<file path="config.mk">
export PLATFORM = sky130hd
export DESIGN_NAME = eebb_ctrl
export DESIGN_NICKNAME = d
export VERILOG_FILES = /design/src/hw/eebb_pkg.sv /design/src/hw/eebb_auto_read.sv /design/src/hw/eebb_ctrl.sv
export VERILOG_INCLUDE_DIRS = /design/src /design/src/hw
export SDC_FILE = /design/constraint.sdc
export NUM_CORES = 1
export LEC_CHECK = 0
export ABC_CLOCK_PERIOD_IN_PS = 4200
export BUFFER_PORTS_ARGS = -buffer_cell sky130_fd_sc_hd__clkbuf_2
export CELL_PAD_IN_SITES_DETAIL_PLACEMENT = 0
export CELL_PAD_IN_SITES_GLOBAL_PLACEMENT = 1
export CORE_ASPECT_RATIO = 0.75
export CORE_UTILIZATION = 40
export CTS_CLUSTER_DIAMETER = 150
export DETAILED_ROUTE_END_ITERATION = 10
export PLACE_DENSITY = 0.86
export SLEW_MARGIN = 15
export SYNTH_ARGS = -nofsm -noshare
export SYNTH_HDL_FRONTEND = slang
export SYNTH_SLANG_ARGS = --single-unit
</file>
<file path="constraint.sdc">
create_clock -name ref_clk_in -period 4.2 [get_ports ref_clk_in]
set_input_delay 0.42 -clock ref_clk_in [delete_from_list [all_inputs] [get_ports ref_clk_in]]
set_output_delay 0.42 -clock ref_clk_in [all_outputs]
set_load 0.01 [all_outputs]
</file>
<file path="src/hw/eebb_regs.svh">
// Register offsets, field positions, reset values and counts of the EEPROM bit-bang control
`ifndef EEBB_REGS_SVH
`define EEBB_REGS_SVH

////////////////////////////////////////////////////////////////////////////////
// Register byte offsets
`define EEBB_OFF_CTRL 12'h010
`define EEBB_OFF_FLASH_ACC 12'h01C
`define EEBB_OFF_IRQ_STAT 12'h020
`define EEBB_OFF_IRQ_CLR 12'h024
`define EEBB_OFF_IRQ_EN 12'h028

////////////////////////////////////////////////////////////////////////////////
// Control register field positions
`define EEBB_BIT_SK 0
`define EEBB_BIT_CS 1
`define EEBB_BIT_DI 2
`define EEBB_BIT_DO 3
`define EEBB_FWE_LO 4
`define EEBB_FWE_HI 5
`define EEBB_BIT_REQ 6
`define EEBB_BIT_GNT 7
`define EEBB_BIT_PRES 8
`define EEBB_BIT_AUTORD 9

// Flash access register field positions
`define EEBB_BIT_SWACC 7
`define EEBB_BIT_ERASE 31

////////////////////////////////////////////////////////////////////////////////
// Flash write-enable codes
`define EEBB_FWE_ERASE 2'h0
`define EEBB_FWE_DIS 2'h1
`define EEBB_FWE_EN 2'h2
`define EEBB_FWE_BAD 2'h3

// Reset values
`define EEBB_RST_FWE 2'h1
`define EEBB_RST_PRES 1'h1
`define EEBB_RST_PINS 3'h0
`define EEBB_RST_WORD 32'h0000_0000

////////////////////////////////////////////////////////////////////////////////
// Interrupt status bit positions
`define EEBB_IRQ_GNT 0
`define EEBB_IRQ_AUTORD 1
`define EEBB_IRQ_ERASE 2
`define EEBB_IRQ_W 3

////////////////////////////////////////////////////////////////////////////////
// Automatic read engine
`define EEBB_SK_DIV 8'h0A
`define EEBB_CMD_BITS 5'h08
`define EEBB_DATA_BITS 5'h10
`define EEBB_READ_CMD 8'h03
`define EEBB_SIG_HI 15
`define EEBB_SIG_LO 14
`define EEBB_SIG_VALID 2'h1

`endif
</file>
<file path="src/hw/eebb_pkg.sv">
// Types shared by the EEPROM bit-bang control files
package eebb_pkg;

   // Register port request bundle
   typedef struct packed {
      logic [11:0] addr;  // Byte address
      logic [31:0] wdata; // Write data
      logic wr;           // Write strobe
      logic rd;           // Read strobe
   } eebb_reg_req_t;

   // Serial memory output pins
   typedef struct packed {
      logic sk; // Serial clock
      logic cs; // Chip select
      logic di; // Data into memory
   } eebb_pins_t;

   // Automatic read engine states
   typedef enum logic [2:0] {
      AR_START,
      AR_CMD,
      AR_ACK,
      AR_DATA,
      AR_DONE
   } eebb_ar_state_t;

endpackage

</file>
<file path="src/hw/eebb_auto_read.sv">
// Automatic power-up read engine: presence scan and signature check
`include "eebb_regs.svh"
module eebb_auto_read (
   input wire logic ref_clk_in,
   input wire logic sys_rst_in,
   input wire logic halt_in,
   input wire logic mem_do_in,
   output eebb_pkg::eebb_pins_t pins_out,
   output logic busy_out,
   output logic done_out,
   output logic present_out,
   output logic sig_ok_out
);
   import eebb_pkg::*;

   eebb_ar_state_t state_reg; // Engine state
   logic [7:0] div_reg;       // Serial clock divider
   logic tick;                // Half-bit enable pulse
   logic phase_reg;           // 0 low half, 1 high half
   logic [4:0] bit_cnt_reg;   // Bits done in phase
   logic [7:0] cmd_sr_reg;    // Command shifter
   logic [15:0] data_sr_reg;  // Received word
   logic [15:0] word_next;    // Word with newest bit
   logic last_cmd;            // Last command bit
   logic last_data;           // Last data bit

   ////////////////////////////////////////////////////////////////////////////
   // Divider that paces the serial clock
   always_ff @(posedge ref_clk_in) begin
      if (sys_rst_in || state_reg == AR_DONE) begin
         div_reg <= 8'h00;
      end else if (div_reg == `EEBB_SK_DIV - 8'h01) begin
         div_reg <= 8'h00;
      end else begin
         div_reg <= div_reg + 8'h01;
      end
   end

   assign tick = (div_reg == `EEBB_SK_DIV - 8'h01) && (state_reg != AR_DONE);
   assign word_next = {data_sr_reg[14:0], mem_do_in};
   assign last_cmd = bit_cnt_reg == `EEBB_CMD_BITS - 5'h01;
   assign last_data = bit_cnt_reg == `EEBB_DATA_BITS - 5'h01;
   assign busy_out = state_reg != AR_DONE;

   ////////////////////////////////////////////////////////////////////////////
   // Scan sequence: command, acknowledge slot, signature word
   always_ff @(posedge ref_clk_in) begin
      done_out <= 1'b0;
      if (sys_rst_in) begin
         state_reg <= AR_START;
         phase_reg <= 1'b0;
         bit_cnt_reg <= 5'h00;
         cmd_sr_reg <= 8'h00;
         data_sr_reg <= 16'h0000;
         pins_out <= `EEBB_RST_PINS;
         present_out <= `EEBB_RST_PRES;
         sig_ok_out <= 1'b0;
      end else if (halt_in && state_reg != AR_DONE) begin
         // Function disabled: stop, release pins, report done
         state_reg <= AR_DONE;
         pins_out <= `EEBB_RST_PINS;
         done_out <= 1'b1;
      end else if (tick) begin
         case (state_reg)
            AR_START: begin
               pins_out.cs <= 1'b1;
               pins_out.sk <= 1'b0;
               cmd_sr_reg <= `EEBB_READ_CMD;
               bit_cnt_reg <= 5'h00;
               phase_reg <= 1'b0;
               state_reg <= AR_CMD;
            end
            AR_CMD: begin
               if (!phase_reg) begin
                  // Present next bit while clock low
                  pins_out.sk <= 1'b0;
                  pins_out.di <= cmd_sr_reg[7];
                  phase_reg <= 1'b1;
               end else begin
                  pins_out.sk <= 1'b1;
                  cmd_sr_reg <= {cmd_sr_reg[6:0], 1'b0};
                  phase_reg <= 1'b0;
                  bit_cnt_reg <= last_cmd ? 5'h00 : bit_cnt_reg + 5'h01;
                  if (last_cmd) begin
                     state_reg <= AR_ACK;
                  end
               end
            end
            AR_ACK: begin
               if (!phase_reg) begin
                  pins_out.sk <= 1'b0;
                  pins_out.di <= 1'b0;
                  phase_reg <= 1'b1;
               end else begin
                  // Active-low acknowledge means a memory answers
                  pins_out.sk <= 1'b1;
                  phase_reg <= 1'b0;
                  present_out <= ~mem_do_in;
                  if (mem_do_in) begin
                     state_reg <= AR_DONE;
                     pins_out <= `EEBB_RST_PINS;
                     done_out <= 1'b1;
                  end else begin
                     state_reg <= AR_DATA;
                  end
               end
            end
            AR_DATA: begin
               if (!phase_reg) begin
                  pins_out.sk <= 1'b0;
                  phase_reg <= 1'b1;
               end else begin
                  pins_out.sk <= 1'b1;
                  phase_reg <= 1'b0;
                  data_sr_reg <= word_next;
                  bit_cnt_reg <= bit_cnt_reg + 5'h01;
                  if (last_data) begin
                     // Done whether or not the signature is valid
                     sig_ok_out <= word_next[`EEBB_SIG_HI:`EEBB_SIG_LO] == `EEBB_SIG_VALID;
                     state_reg <= AR_DONE;
                     pins_out <= `EEBB_RST_PINS;
                     done_out <= 1'b1;
                  end
               end
            end
            AR_DONE: begin
               pins_out <= `EEBB_RST_PINS;
            end
            default: begin
               state_reg <= AR_DONE;
            end
         endcase
      end
   end

endmodule

</file>
<file path="src/hw/eebb_ctrl.sv">
// EEPROM bit-bang control: register file, grant arbitration, pin mux, interrupts
//
// Added by the designer: the plain strobed port and the register addresses.
`include "eebb_regs.svh"
module eebb_ctrl (
   input wire logic ref_clk_in,
   input wire logic sys_rst_in,
   input eebb_pkg::eebb_reg_req_t reg_req_in,
   output logic [31:0] reg_rdata_out,
   output eebb_pkg::eebb_pins_t mem_pins_out,
   input wire logic mem_do_in,
   input wire logic function_disable_in,
   input wire logic flash_is_serial_in,
   output logic flash_write_en_out,
   output logic flash_erase_out,
   output logic irq_out
);
   import eebb_pkg::*;

   ////////////////////////////////////////////////////////////////////////////
   // Declarations
   eebb_pins_t sw_pins_reg;        // Software pin bits
   eebb_pins_t eng_pins;           // Engine pin drive
   logic req_reg;                  // Access request
   logic gnt_reg;                  // Access grant
   logic gnt_next;                 // Grant next value
   logic do_sample_reg;            // Sampled data-out
   logic [1:0] fwe_reg;            // Flash write-enable field
   logic pres_reg;                 // Memory present flag
   logic autord_reg;               // Auto read done flag
   logic swacc_reg;                // Software access enable
   logic erase_reg;                // Erase bit
   logic erase_fire;               // Erase issued now
   logic dead_reg;                 // Access failed after disable
   logic eng_busy;                 // Engine owns the memory
   logic eng_done;                 // Engine finished pulse
   logic eng_present;              // Engine presence result
   logic [`EEBB_IRQ_W-1:0] irq_stat_reg; // Sticky events
   logic [`EEBB_IRQ_W-1:0] irq_en_reg;   // Event enables
   logic [`EEBB_IRQ_W-1:0] irq_event;    // Events this cycle
   logic [`EEBB_IRQ_W-1:0] irq_clr;      // Clear mask this cycle
   logic wr_ctrl;                  // Control register write
   logic wr_flash;                 // Flash access write
   logic [31:0] rd_word;           // Read mux output
   logic [31:0] ctrl_word;         // Control register image
   logic [31:0] flash_word;        // Flash access image

   ////////////////////////////////////////////////////////////////////////////
   // Address match, used by every decode
   function automatic logic addr_hit(input logic [11:0] addr, input logic [11:0] off);
      addr_hit = addr == off;
   endfunction

   assign wr_ctrl = reg_req_in.wr && addr_hit(reg_req_in.addr, `EEBB_OFF_CTRL);
   assign wr_flash = reg_req_in.wr && addr_hit(reg_req_in.addr, `EEBB_OFF_FLASH_ACC);

   ////////////////////////////////////////////////////////////////////////////
   // Automatic read engine
   eebb_auto_read eebb_auto_read_i (
      .ref_clk_in(ref_clk_in),
      .sys_rst_in(sys_rst_in),
      .halt_in(function_disable_in),
      .mem_do_in(mem_do_in),
      .pins_out(eng_pins),
      .busy_out(eng_busy),
      .done_out(eng_done),
      .present_out(eng_present),
      .sig_ok_out()
   );

   ////////////////////////////////////////////////////////////////////////////
   // Software pin bits and request
   always_ff @(posedge ref_clk_in) begin
      if (sys_rst_in) begin
         sw_pins_reg <= `EEBB_RST_PINS;
         req_reg <= 1'b0;
      end else if (wr_ctrl) begin
         // Bit 3 and the status bits are not writable
         sw_pins_reg.sk <= reg_req_in.wdata[`EEBB_BIT_SK];
         sw_pins_reg.cs <= reg_req_in.wdata[`EEBB_BIT_CS];
         sw_pins_reg.di <= reg_req_in.wdata[`EEBB_BIT_DI];
         req_reg <= reg_req_in.wdata[`EEBB_BIT_REQ];
      end
   end

   ////////////////////////////////////////////////////////////////////////////
   // Sticky failure after function disable during bit-bang
   always_ff @(posedge ref_clk_in) begin
      if (sys_rst_in) begin
         dead_reg <= 1'b0;
      end else if (function_disable_in && (req_reg || gnt_reg)) begin
         dead_reg <= 1'b1;
      end
   end

   ////////////////////////////////////////////////////////////////////////////
   // Grant arbitration against the engine
   always_comb begin
      if (dead_reg || function_disable_in) begin
         gnt_next = 1'b0;
      end else if (!req_reg) begin
         gnt_next = 1'b0;
      end else if (!eng_busy) begin
         gnt_next = 1'b1;
      end else begin
         gnt_next = gnt_reg;
      end
   end

   always_ff @(posedge ref_clk_in) begin
      if (sys_rst_in) begin
         gnt_reg <= 1'b0;
      end else begin
         gnt_reg <= gnt_next;
      end
   end

   ////////////////////////////////////////////////////////////////////////////
   // Memory pin mux: low on disable or failure, software while granted, engine otherwise
   always_ff @(posedge ref_clk_in) begin
      if (sys_rst_in) begin
         mem_pins_out <= `EEBB_RST_PINS;
      end else if (dead_reg || function_disable_in) begin
         mem_pins_out <= `EEBB_RST_PINS;
      end else if (gnt_reg) begin
         mem_pins_out <= sw_pins_reg;
      end else begin
         mem_pins_out <= eng_pins;
      end
   end

   ////////////////////////////////////////////////////////////////////////////
   // Data-out sampled every internal clock
   always_ff @(posedge ref_clk_in) begin
      if (sys_rst_in) begin
         do_sample_reg <= 1'b0;
      end else begin
         do_sample_reg <= mem_do_in;
      end
   end

   ////////////////////////////////////////////////////////////////////////////
   // Flash write-enable field
   always_ff @(posedge ref_clk_in) begin
      if (sys_rst_in) begin
         fwe_reg <= `EEBB_RST_FWE;
      end else if (wr_ctrl && swacc_reg) begin
         // Barred code leaves the field unchanged
         if (reg_req_in.wdata[`EEBB_FWE_HI:`EEBB_FWE_LO] != `EEBB_FWE_BAD) begin
            fwe_reg <= reg_req_in.wdata[`EEBB_FWE_HI:`EEBB_FWE_LO];
         end
      end
   end

   // Write enable to the flash path
   always_ff @(posedge ref_clk_in) begin
      if (sys_rst_in) begin
         flash_write_en_out <= 1'b0;
      end else begin
         flash_write_en_out <= fwe_reg == `EEBB_FWE_EN;
      end
   end

   ////////////////////////////////////////////////////////////////////////////
   // Flash access register: software access enable and erase bit
   always_ff @(posedge ref_clk_in) begin
      if (sys_rst_in) begin
         swacc_reg <= 1'b0;
      end else if (wr_flash) begin
         swacc_reg <= reg_req_in.wdata[`EEBB_BIT_SWACC];
      end
   end

   // Erase only with erase code, serial flash, and erase bit
   assign erase_fire = erase_reg && (fwe_reg == `EEBB_FWE_ERASE) &&
                       flash_is_serial_in && !dead_reg;

   always_ff @(posedge ref_clk_in) begin
      if (sys_rst_in) begin
         erase_reg <= 1'b0;
      end else if (wr_flash) begin
         // A fresh write wins over the self-clear
         erase_reg <= reg_req_in.wdata[`EEBB_BIT_ERASE];
      end else if (erase_fire) begin
         erase_reg <= 1'b0;
      end
   end

   // One-cycle erase command
   always_ff @(posedge ref_clk_in) begin
      if (sys_rst_in) begin
         flash_erase_out <= 1'b0;
      end else begin
         flash_erase_out <= erase_fire;
      end
   end

   ////////////////////////////////////////////////////////////////////////////
   // Presence and auto read done flags
   always_ff @(posedge ref_clk_in) begin
      if (sys_rst_in) begin
         pres_reg <= `EEBB_RST_PRES;
      end else begin
         pres_reg <= eng_present;
      end
   end

   always_ff @(posedge ref_clk_in) begin
      if (sys_rst_in) begin
         autord_reg <= 1'b0;
      end else if (eng_done) begin
         autord_reg <= 1'b1;
      end
   end

   ////////////////////////////////////////////////////////////////////////////
   // Interrupt status, enable and output
   always_comb begin
      irq_event = '0;
      irq_event[`EEBB_IRQ_GNT] = gnt_next && !gnt_reg;
      irq_event[`EEBB_IRQ_AUTORD] = eng_done;
      irq_event[`EEBB_IRQ_ERASE] = erase_fire;
   end

   assign irq_clr = (reg_req_in.wr && addr_hit(reg_req_in.addr, `EEBB_OFF_IRQ_CLR)) ?
                    reg_req_in.wdata[`EEBB_IRQ_W-1:0] : '0;

   // Set wins over a clear in the same cycle
   always_ff @(posedge ref_clk_in) begin
      if (sys_rst_in) begin
         irq_stat_reg <= '0;
      end else begin
         irq_stat_reg <= (irq_stat_reg & ~irq_clr) | irq_event;
      end
   end

   always_ff @(posedge ref_clk_in) begin
      if (sys_rst_in) begin
         irq_en_reg <= '0;
      end else if (reg_req_in.wr && addr_hit(reg_req_in.addr, `EEBB_OFF_IRQ_EN)) begin
         irq_en_reg <= reg_req_in.wdata[`EEBB_IRQ_W-1:0];
      end
   end

   assign irq_out = |(irq_stat_reg & irq_en_reg);

   ////////////////////////////////////////////////////////////////////////////
   // Register images and read mux
   always_comb begin
      ctrl_word = `EEBB_RST_WORD;
      ctrl_word[`EEBB_BIT_SK] = sw_pins_reg.sk;
      ctrl_word[`EEBB_BIT_CS] = sw_pins_reg.cs;
      ctrl_word[`EEBB_BIT_DI] = sw_pins_reg.di;
      ctrl_word[`EEBB_BIT_DO] = do_sample_reg;
      ctrl_word[`EEBB_FWE_HI:`EEBB_FWE_LO] = fwe_reg;
      ctrl_word[`EEBB_BIT_REQ] = req_reg;
      ctrl_word[`EEBB_BIT_GNT] = gnt_reg;
      ctrl_word[`EEBB_BIT_PRES] = pres_reg;
      ctrl_word[`EEBB_BIT_AUTORD] = autord_reg;
   end

   always_comb begin
      flash_word = `EEBB_RST_WORD;
      flash_word[`EEBB_BIT_SWACC] = swacc_reg;
      flash_word[`EEBB_BIT_ERASE] = erase_reg;
   end

   always_comb begin
      rd_word = `EEBB_RST_WORD;
      if (addr_hit(reg_req_in.addr, `EEBB_OFF_CTRL)) begin
         rd_word = ctrl_word;
      end else if (addr_hit(reg_req_in.addr, `EEBB_OFF_FLASH_ACC)) begin
         rd_word = flash_word;
      end else if (addr_hit(reg_req_in.addr, `EEBB_OFF_IRQ_STAT)) begin
         rd_word[`EEBB_IRQ_W-1:0] = irq_stat_reg;
      end else if (addr_hit(reg_req_in.addr, `EEBB_OFF_IRQ_EN)) begin
         rd_word[`EEBB_IRQ_W-1:0] = irq_en_reg;
      end else begin
         // Clear register and unmapped addresses read zero
         rd_word = `EEBB_RST_WORD;
      end
   end

   // Read data valid only in the cycle after the strobe
   always_ff @(posedge ref_clk_in) begin
      if (sys_rst_in) begin
         reg_rdata_out <= `EEBB_RST_WORD;
      end else if (reg_req_in.rd) begin
         reg_rdata_out <= rd_word;
      end else begin
         reg_rdata_out <= `EEBB_RST_WORD;
      end
   end

endmodule

</file>
==> results.txt, run 1 <==
Status = finished, final reports clean
Fin nets = 445
Vias per cell = 5.31
Initial antenna violation count = 0
H-tree depth = 3
Input/output buffers = 43
Crit path capture type = flop
Peak supply drop = 0.188 mV
FF-to-FF End = eebb_auto_read_i.cmd_sr_reg[0]
Tcrit/Tclk final = 0.549
FF+latch count, synth = 65
Worst-path maximum fanout = 14
Grt ovf = 0
Routability cong. = 0.801
Worst Hold Path EP = swacc_reg
Clock sinks = 65
Most frequent cells in the layout = 65 x dfxtp_1, 43 x clkbuf_2, 33 x nor2_1, 30 x a21oi_1, 22 x o21ai_0
Total CTS buffers = 9
Layout area overhead = 13.3%
Starting DRT DRC Count = 175
Async SR Flop Fraction = 0
Largest net degree at the start of global routing = 47
Skew-Pair Late Insertion Delay = 0.35 ns
Post-synth top flop = dfxtp_1
Ys Warns = 0
Worst-margin pin slew = 0.901 ns
Post-synth cell types = 57
Inst Count DP = 480
# Post-CTS Setup Buffers = 0
Via count = 2635
Post-CTS Resized = 0
Max Fclk = 433 MHz
R2r startpoint = eebb_auto_read_i.div_reg[0]
Hold Crit Depth = 3
Cells on worst reg2reg path = 5
Post-route ant nets = 0
Ant diodes = 0
Leak Pwr = 1.34 nW
Rows = 27
Hold Fails Final Rpt = 0
Synth Cell Area = 3090 um^2
Commonest non-fill, non-tap cell in the layout = dfxtp_1
Starting Density = 0.417
Synth Area per Inst = 8.69 um^2
Die height = 78.1 um
Final Skew = 0.00536 ns
Share of post-route cells with drive strength above 1 = 0.172
Worst Hold Class = in2reg
First-pass DRT Iterations = 4
Clock root cell = clkbuf_8
DR WL/cell = 13.9 um
R2r setup slk = 1.89 ns
Req. time, crit path = 4.47 ns
Number of global-route vias before repair = 2305
Crit path kind = reg2reg
Drt total wl = 6.88 mm
Slew HR = 0.399
Hold_sp = reg_req_in[9]
# DRC = 0
Max FFs per register = 11
Crit path time final = 2.31 ns
Final Cell Area = 3500 um^2
PD cells = 369 nW/um^2
Cell Area, Placed = 3270 um^2
I/O pin total = 89
DPL Wire Length = 4.82 mm
Worst Hold Slack = 0.315 ns
Max Cap Viol = 0
Hold-fix buffers, CTS = 0
CP startpoint kind = flop
Critical path arrival = 2.58 ns
Slew Limit Fails = 0
TNS Setup = 0 ns
Syn Inst Count = 355
DIE AREA = 8080 um^2
Setup violators final = 0
First-pass GRT wire length = 11.3 mm
Global-route usage over all layers = 0.183
Number of synthesized flops with an enable pin = 0
Die width = 103 um
Seq/Total Area, Yosys = 0.422
CTS clock-pin slew for the worst setup and hold paths = 0.07 ns
CTS Buffer Depth = 2
TritonCTS clock tree = yes
Layout Cells excl Fill = 496
Core Area = 7400 um^2
RSZ-0062 raised after global routing = false
-- final cells by class --
class,instances,area (um^2)
repair buffers,44,223
well taps,101,126
inverters,10,37.5
fillers,720,3900
multi-input cells,260,1580
clock buffers,9,124
flip-flops and latches,65,1300
clock inverters,7,101
-- critical path, stage by stage (launching register included) --
cell	delay, ns
dfxtp_1	0.42
ha_1	0.19
nor3b_1	0.41
nand4_1	0.55
or3_1	0.52
a21oi_1	0.13
-- worst max path at each step --
stage	from	endpoint	slack, ns	depth (start not counted)
after floorplan	reg_req_in[39]	fwe_reg[0]	2.33	5
after global placement	eebb_auto_read_i.div_reg[0]	eebb_auto_read_i.cmd_sr_reg[0]	1.99	5
after detailed placement	eebb_auto_read_i.div_reg[0]	eebb_auto_read_i.cmd_sr_reg[0]	1.94	5
after CTS	eebb_auto_read_i.div_reg[0]	eebb_auto_read_i.cmd_sr_reg[0]	1.92	5
after global routing	eebb_auto_read_i.div_reg[0]	eebb_auto_read_i.cmd_sr_reg[0]	1.75	5
final	eebb_auto_read_i.div_reg[0]	eebb_auto_read_i.cmd_sr_reg[0]	1.89	5
-- power breakdown --
| group | total [mW] | switching (mW) | internal (mW) |
|---|---|---|---|
| combinational | 0.0626 | 0.0411 | 0.0216 |
| sequential | 0.627 | 0.00623 | 0.620 |
| clock | 0.601 | 0.262 | 0.339 |
-- Yosys cell counts, types with 5 or more instances --
library cell  number  share of area
nand4_1           10          0.020
clkbuf_1          15          0.018
o21ai_0           22          0.036
dfxtp_1           65           0.42
a21oi_1           30          0.049
xor2_1             5          0.014
nand2b_1           9          0.018
mux2i_1           10          0.032
and3_1            11          0.022
nand3_1           17          0.028
nand2_1            8         0.0097
nor2b_1            7          0.014
nor3_1            11          0.018
inv_1             10          0.012
nor2_1            33          0.040
buf_4             21          0.051
-- kinds of logic (layout without fill, tap and decap cells) --
| kind of cell | count (synthesis) | after routing | synth area share |
|---|---|---|---|
| flip-flops | 65 | 65 | 0.422 |
| other | 1 | 21 | 0.00121 |
| XOR/XNOR | 6 | 6 | 0.0170 |
| adder cells (fa/ha/maj) | 4 | 4 | 0.0162 |
| AO/OA/AOI/OAI | 76 | 76 | 0.147 |
| buffers and inverters | 50 | 70 | 0.0896 |
| multiplexers | 10 | 10 | 0.0324 |
| AND/OR/NAND/NOR | 143 | 143 | 0.275 |
-- metrics by stage --
step | util | setup WS [ns] | power, mW
floorplan | - | 2.33 | 0.693
global placement | 0.442 | 1.99 | 0.702
detailed placement | 0.442 | 1.94 | 0.703
CTS | 0.473 | 1.92 | 1.30
global route | 0.473 | 1.75 | 1.34
finish | 0.473 | 1.89 | 1.29
-- routing by layer --
metal	wire, um	part of all wire	track usage	up-vias
li1	-	-	-	1315
met1	3560	0.52	0.279	1226
met2	2860	0.42	0.241	84
met3	366	0.053	0.0534	10
met4	95	0.014	0.0592	0
met5	0	0	0	-
Power figures use the tool's default switching activity.
==> inputs of run 2 (changes only) <==
--- a/config.mk
+++ b/config.mk
@@ -6,15 +6,15 @@
 export SDC_FILE = /design/constraint.sdc
 export NUM_CORES = 1
 export LEC_CHECK = 0
-export ABC_CLOCK_PERIOD_IN_PS = 4200
+export ABC_CLOCK_PERIOD_IN_PS = 2050
 export BUFFER_PORTS_ARGS = -buffer_cell sky130_fd_sc_hd__clkbuf_2
 export CELL_PAD_IN_SITES_DETAIL_PLACEMENT = 0
 export CELL_PAD_IN_SITES_GLOBAL_PLACEMENT = 1
 export CORE_ASPECT_RATIO = 0.75
-export CORE_UTILIZATION = 40
+export CORE_UTILIZATION = 34
 export CTS_CLUSTER_DIAMETER = 150
 export DETAILED_ROUTE_END_ITERATION = 10
-export PLACE_DENSITY = 0.86
+export PLACE_DENSITY = 0.78
 export SLEW_MARGIN = 15
 export SYNTH_ARGS = -nofsm -noshare
 export SYNTH_HDL_FRONTEND = slang
==> constraint.sdc (replaced) <==
create_clock -name ref_clk_in -period 2.05 [get_ports ref_clk_in]
set_input_delay 0.205 -clock ref_clk_in [delete_from_list [all_inputs] [get_ports ref_clk_in]]
set_output_delay 0.205 -clock ref_clk_in [all_outputs]
set_load 0.01 [all_outputs]
==> results.txt, run 2 (synthesized netlist as in run 1, its figures left out) <==
Sequential share of power = 0.431 (was 0.486)
Worst Hold Class = in2reg (unchanged)
CTS clock-pin slew for the worst setup and hold paths = 0.06 ns (was 0.07 ns)
Status = complete, but fails checks (was finished, final reports clean)
Critical path arrival = 2.23 ns (was 2.58 ns)
First-pass DRT Iterations = 10 (was 4)
Most frequent cells in the layout = 65 x dfxtp_1, 43 x clkbuf_2, 33 x nor2_1, 30 x a21oi_1, 24 x buf_4 (was 65 x dfxtp_1, 43 x clkbuf_2, 33 x nor2_1, 30 x a21oi_1, 22 x o21ai_0)
Req. time, crit path = 2.31 ns (was 4.47 ns)
Max FFs per register = 11 (unchanged)
CP startpoint kind = flop (unchanged)
Worst Hold Slack = 0.119 ns (was 0.315 ns)
I/O pin total = 89 (unchanged)
CTS Buffer Depth = 2 (unchanged)
Violated checks = design-rule violations
Initial antenna violation count = 0 (unchanged)
Layout area overhead = 22.1% (was 13.3%)
H-tree depth = 3 (unchanged)
Total CTS buffers = 9 (unchanged)
Via count = 2698 (was 2635)
Clock sinks = 65 (unchanged)
Dpl ws = 0.0832 ns (was 1.94 ns)
# DRC = 3 (was 0)
Routability cong. = 0.829 (was 0.801)
Fin nets = 468 (was 445)
Grt ovf = 0 (unchanged)
Starting Density = 0.357 (was 0.417)
Fill cells = 859 (was 720)
# Post-CTS Setup Buffers = 0 (unchanged)
Net Sw Power = 0.664 mW (was 0.309 mW)
Clock power share = 0.518 (was 0.466)
Tcrit/Tclk final = 0.963 (was 0.549)
Post-route ant nets = 0 (unchanged)
Global-route usage over all layers = 0.164 (was 0.183)
Skew-Pair Late Insertion Delay = 0.33 ns (was 0.35 ns)
Peak supply drop = 0.382 mV (was 0.188 mV)
DPL Wire Length = 5.31 mm (was 4.82 mm)
Post-layout util = 0.436 (was 0.473)
Core Area = 8640 um^2 (was 7400 um^2)
Worst-path maximum fanout = 4 (was 14)
Final Skew = 0.00542 ns (was 0.00536 ns)
Leak Pwr = 1.48 nW (was 1.34 nW)
TritonCTS clock tree = yes (unchanged)
Max Fclk = 506 MHz (was 433 MHz)
Vias per cell = 5.13 (was 5.31)
Crit path time final = 1.97 ns (was 2.31 ns)
Hold-fix buffers, CTS = 0 (unchanged)
Slack of the critical path = 0.0753 ns (was 1.89 ns)
Crit path kind = reg2reg (unchanged)
Die width = 112 um (was 103 um)
Setup violators final = 0 (unchanged)
Crit path capture type = flop (unchanged)
Die height = 84.5 um (was 78.1 um)
Starting DRT DRC Count = 218 (was 175)
Layout Cells excl Fill = 526 (was 496)
Post-CTS Resized = 0 (unchanged)
Drt total wl = 7.17 mm (was 6.88 mm)
Commonest non-fill, non-tap cell in the layout = dfxtp_1 (unchanged)
Clock root cell = clkbuf_16 (was clkbuf_8)
Max Cap Viol = 0 (unchanged)
First-pass GRT wire length = 12.2 mm (was 11.3 mm)
DIE AREA = 9470 um^2 (was 8080 um^2)
Switching Share = 0.224 (was 0.240)
Ant diodes = 0 (unchanged)
Hold Fails Final Rpt = 0 (unchanged)
Slew Limit Fails = 0 (unchanged)
Number of global-route vias before repair = 2467 (was 2305)
Share of post-route cells with drive strength above 1 = 0.222 (was 0.172)
Internal power = 2.31 mW (was 0.981 mW)
PD cells = 788 nW/um^2 (was 369 nW/um^2)
Inst Count DP = 510 (was 480)
DR WL/cell = 13.6 um (was 13.9 um)
Rows = 29 (was 27)
Input/output buffers = 43 (unchanged)
Largest net degree at the start of global routing = 25 (was 47)
Comb pwr share = 0.051 (was 0.049)
-- run 2: changes by cell type in the layout (fill, tap and decap cells not counted), sizes merged --
cell and change:
clkinvlp +1, buf +23, inv -1, clkbuf +1
bufinv -1
-- run 2: metrics by stage --
step	TNS, ns	total power [mW]	cell area, um^2
after floorplan	0	1.42	3160
after global placement	0	1.46	3450
after detailed placement	0	1.46	3450
after CTS	0	3.00	3760
after global routing	-0.0161	3.09	3770
final	0	2.97	3770
-- run 2: layout make-up --
type	count	area, um^2	area share
inverters	10	37.5	0.00996
clock inverters	6	66.3	0.0176
clock buffers	10	239	0.0634
flip-flops and latches	65	1300	0.345
well taps	108	135	0.0359
multi-input cells	260	1590	0.423
repair buffers	67	395	0.105
-- run 2: power by group through the flow --
stage	registers [mW]	clock network (mW)	logic [mW]
final	1.28	1.54	0.151
after global placement	1.31	0	0.147
after CTS	1.28	1.57	0.149
after floorplan	1.31	0	0.113
after global routing	1.28	1.64	0.167
after detailed placement	1.31	0	0.149
-- run 2: worst paths after layout --
check / from / to / slack, ns / cells after the start
worst min register to register: do_sample_reg / reg_rdata_out[3] / 0.45 / 1
worst min-delay path: reg_req_in[9] / swacc_reg / 0.12 / 3
worst max register to register: eebb_auto_read_i.bit_cnt_reg[1] / eebb_auto_read_i.state_reg[0] / 0.08 / 8
worst max-delay path: eebb_auto_read_i.bit_cnt_reg[1] / eebb_auto_read_i.state_reg[0] / 0.08 / 8
-- run 2: critical path, stage by stage (launching register included) --
cell	delay [ns]
dfxtp_1	0.35
ha_2	0.21
and3_1	0.16
ha_1	0.19
nand2b_1	0.14
o2111ai_2	0.17
a221oi_1	0.34
buf_4	0.19
mux2i_1	0.17
-- run 2: layer usage --
| layer | track usage | wire length [um] |
|---|---|---|
| met5 | 0 | 0 |
| met4 | 0.0533 | 103 |
| met3 | 0.0505 | 432 |
| met2 | 0.226 | 2900 |
| met1 | 0.240 | 3730 |
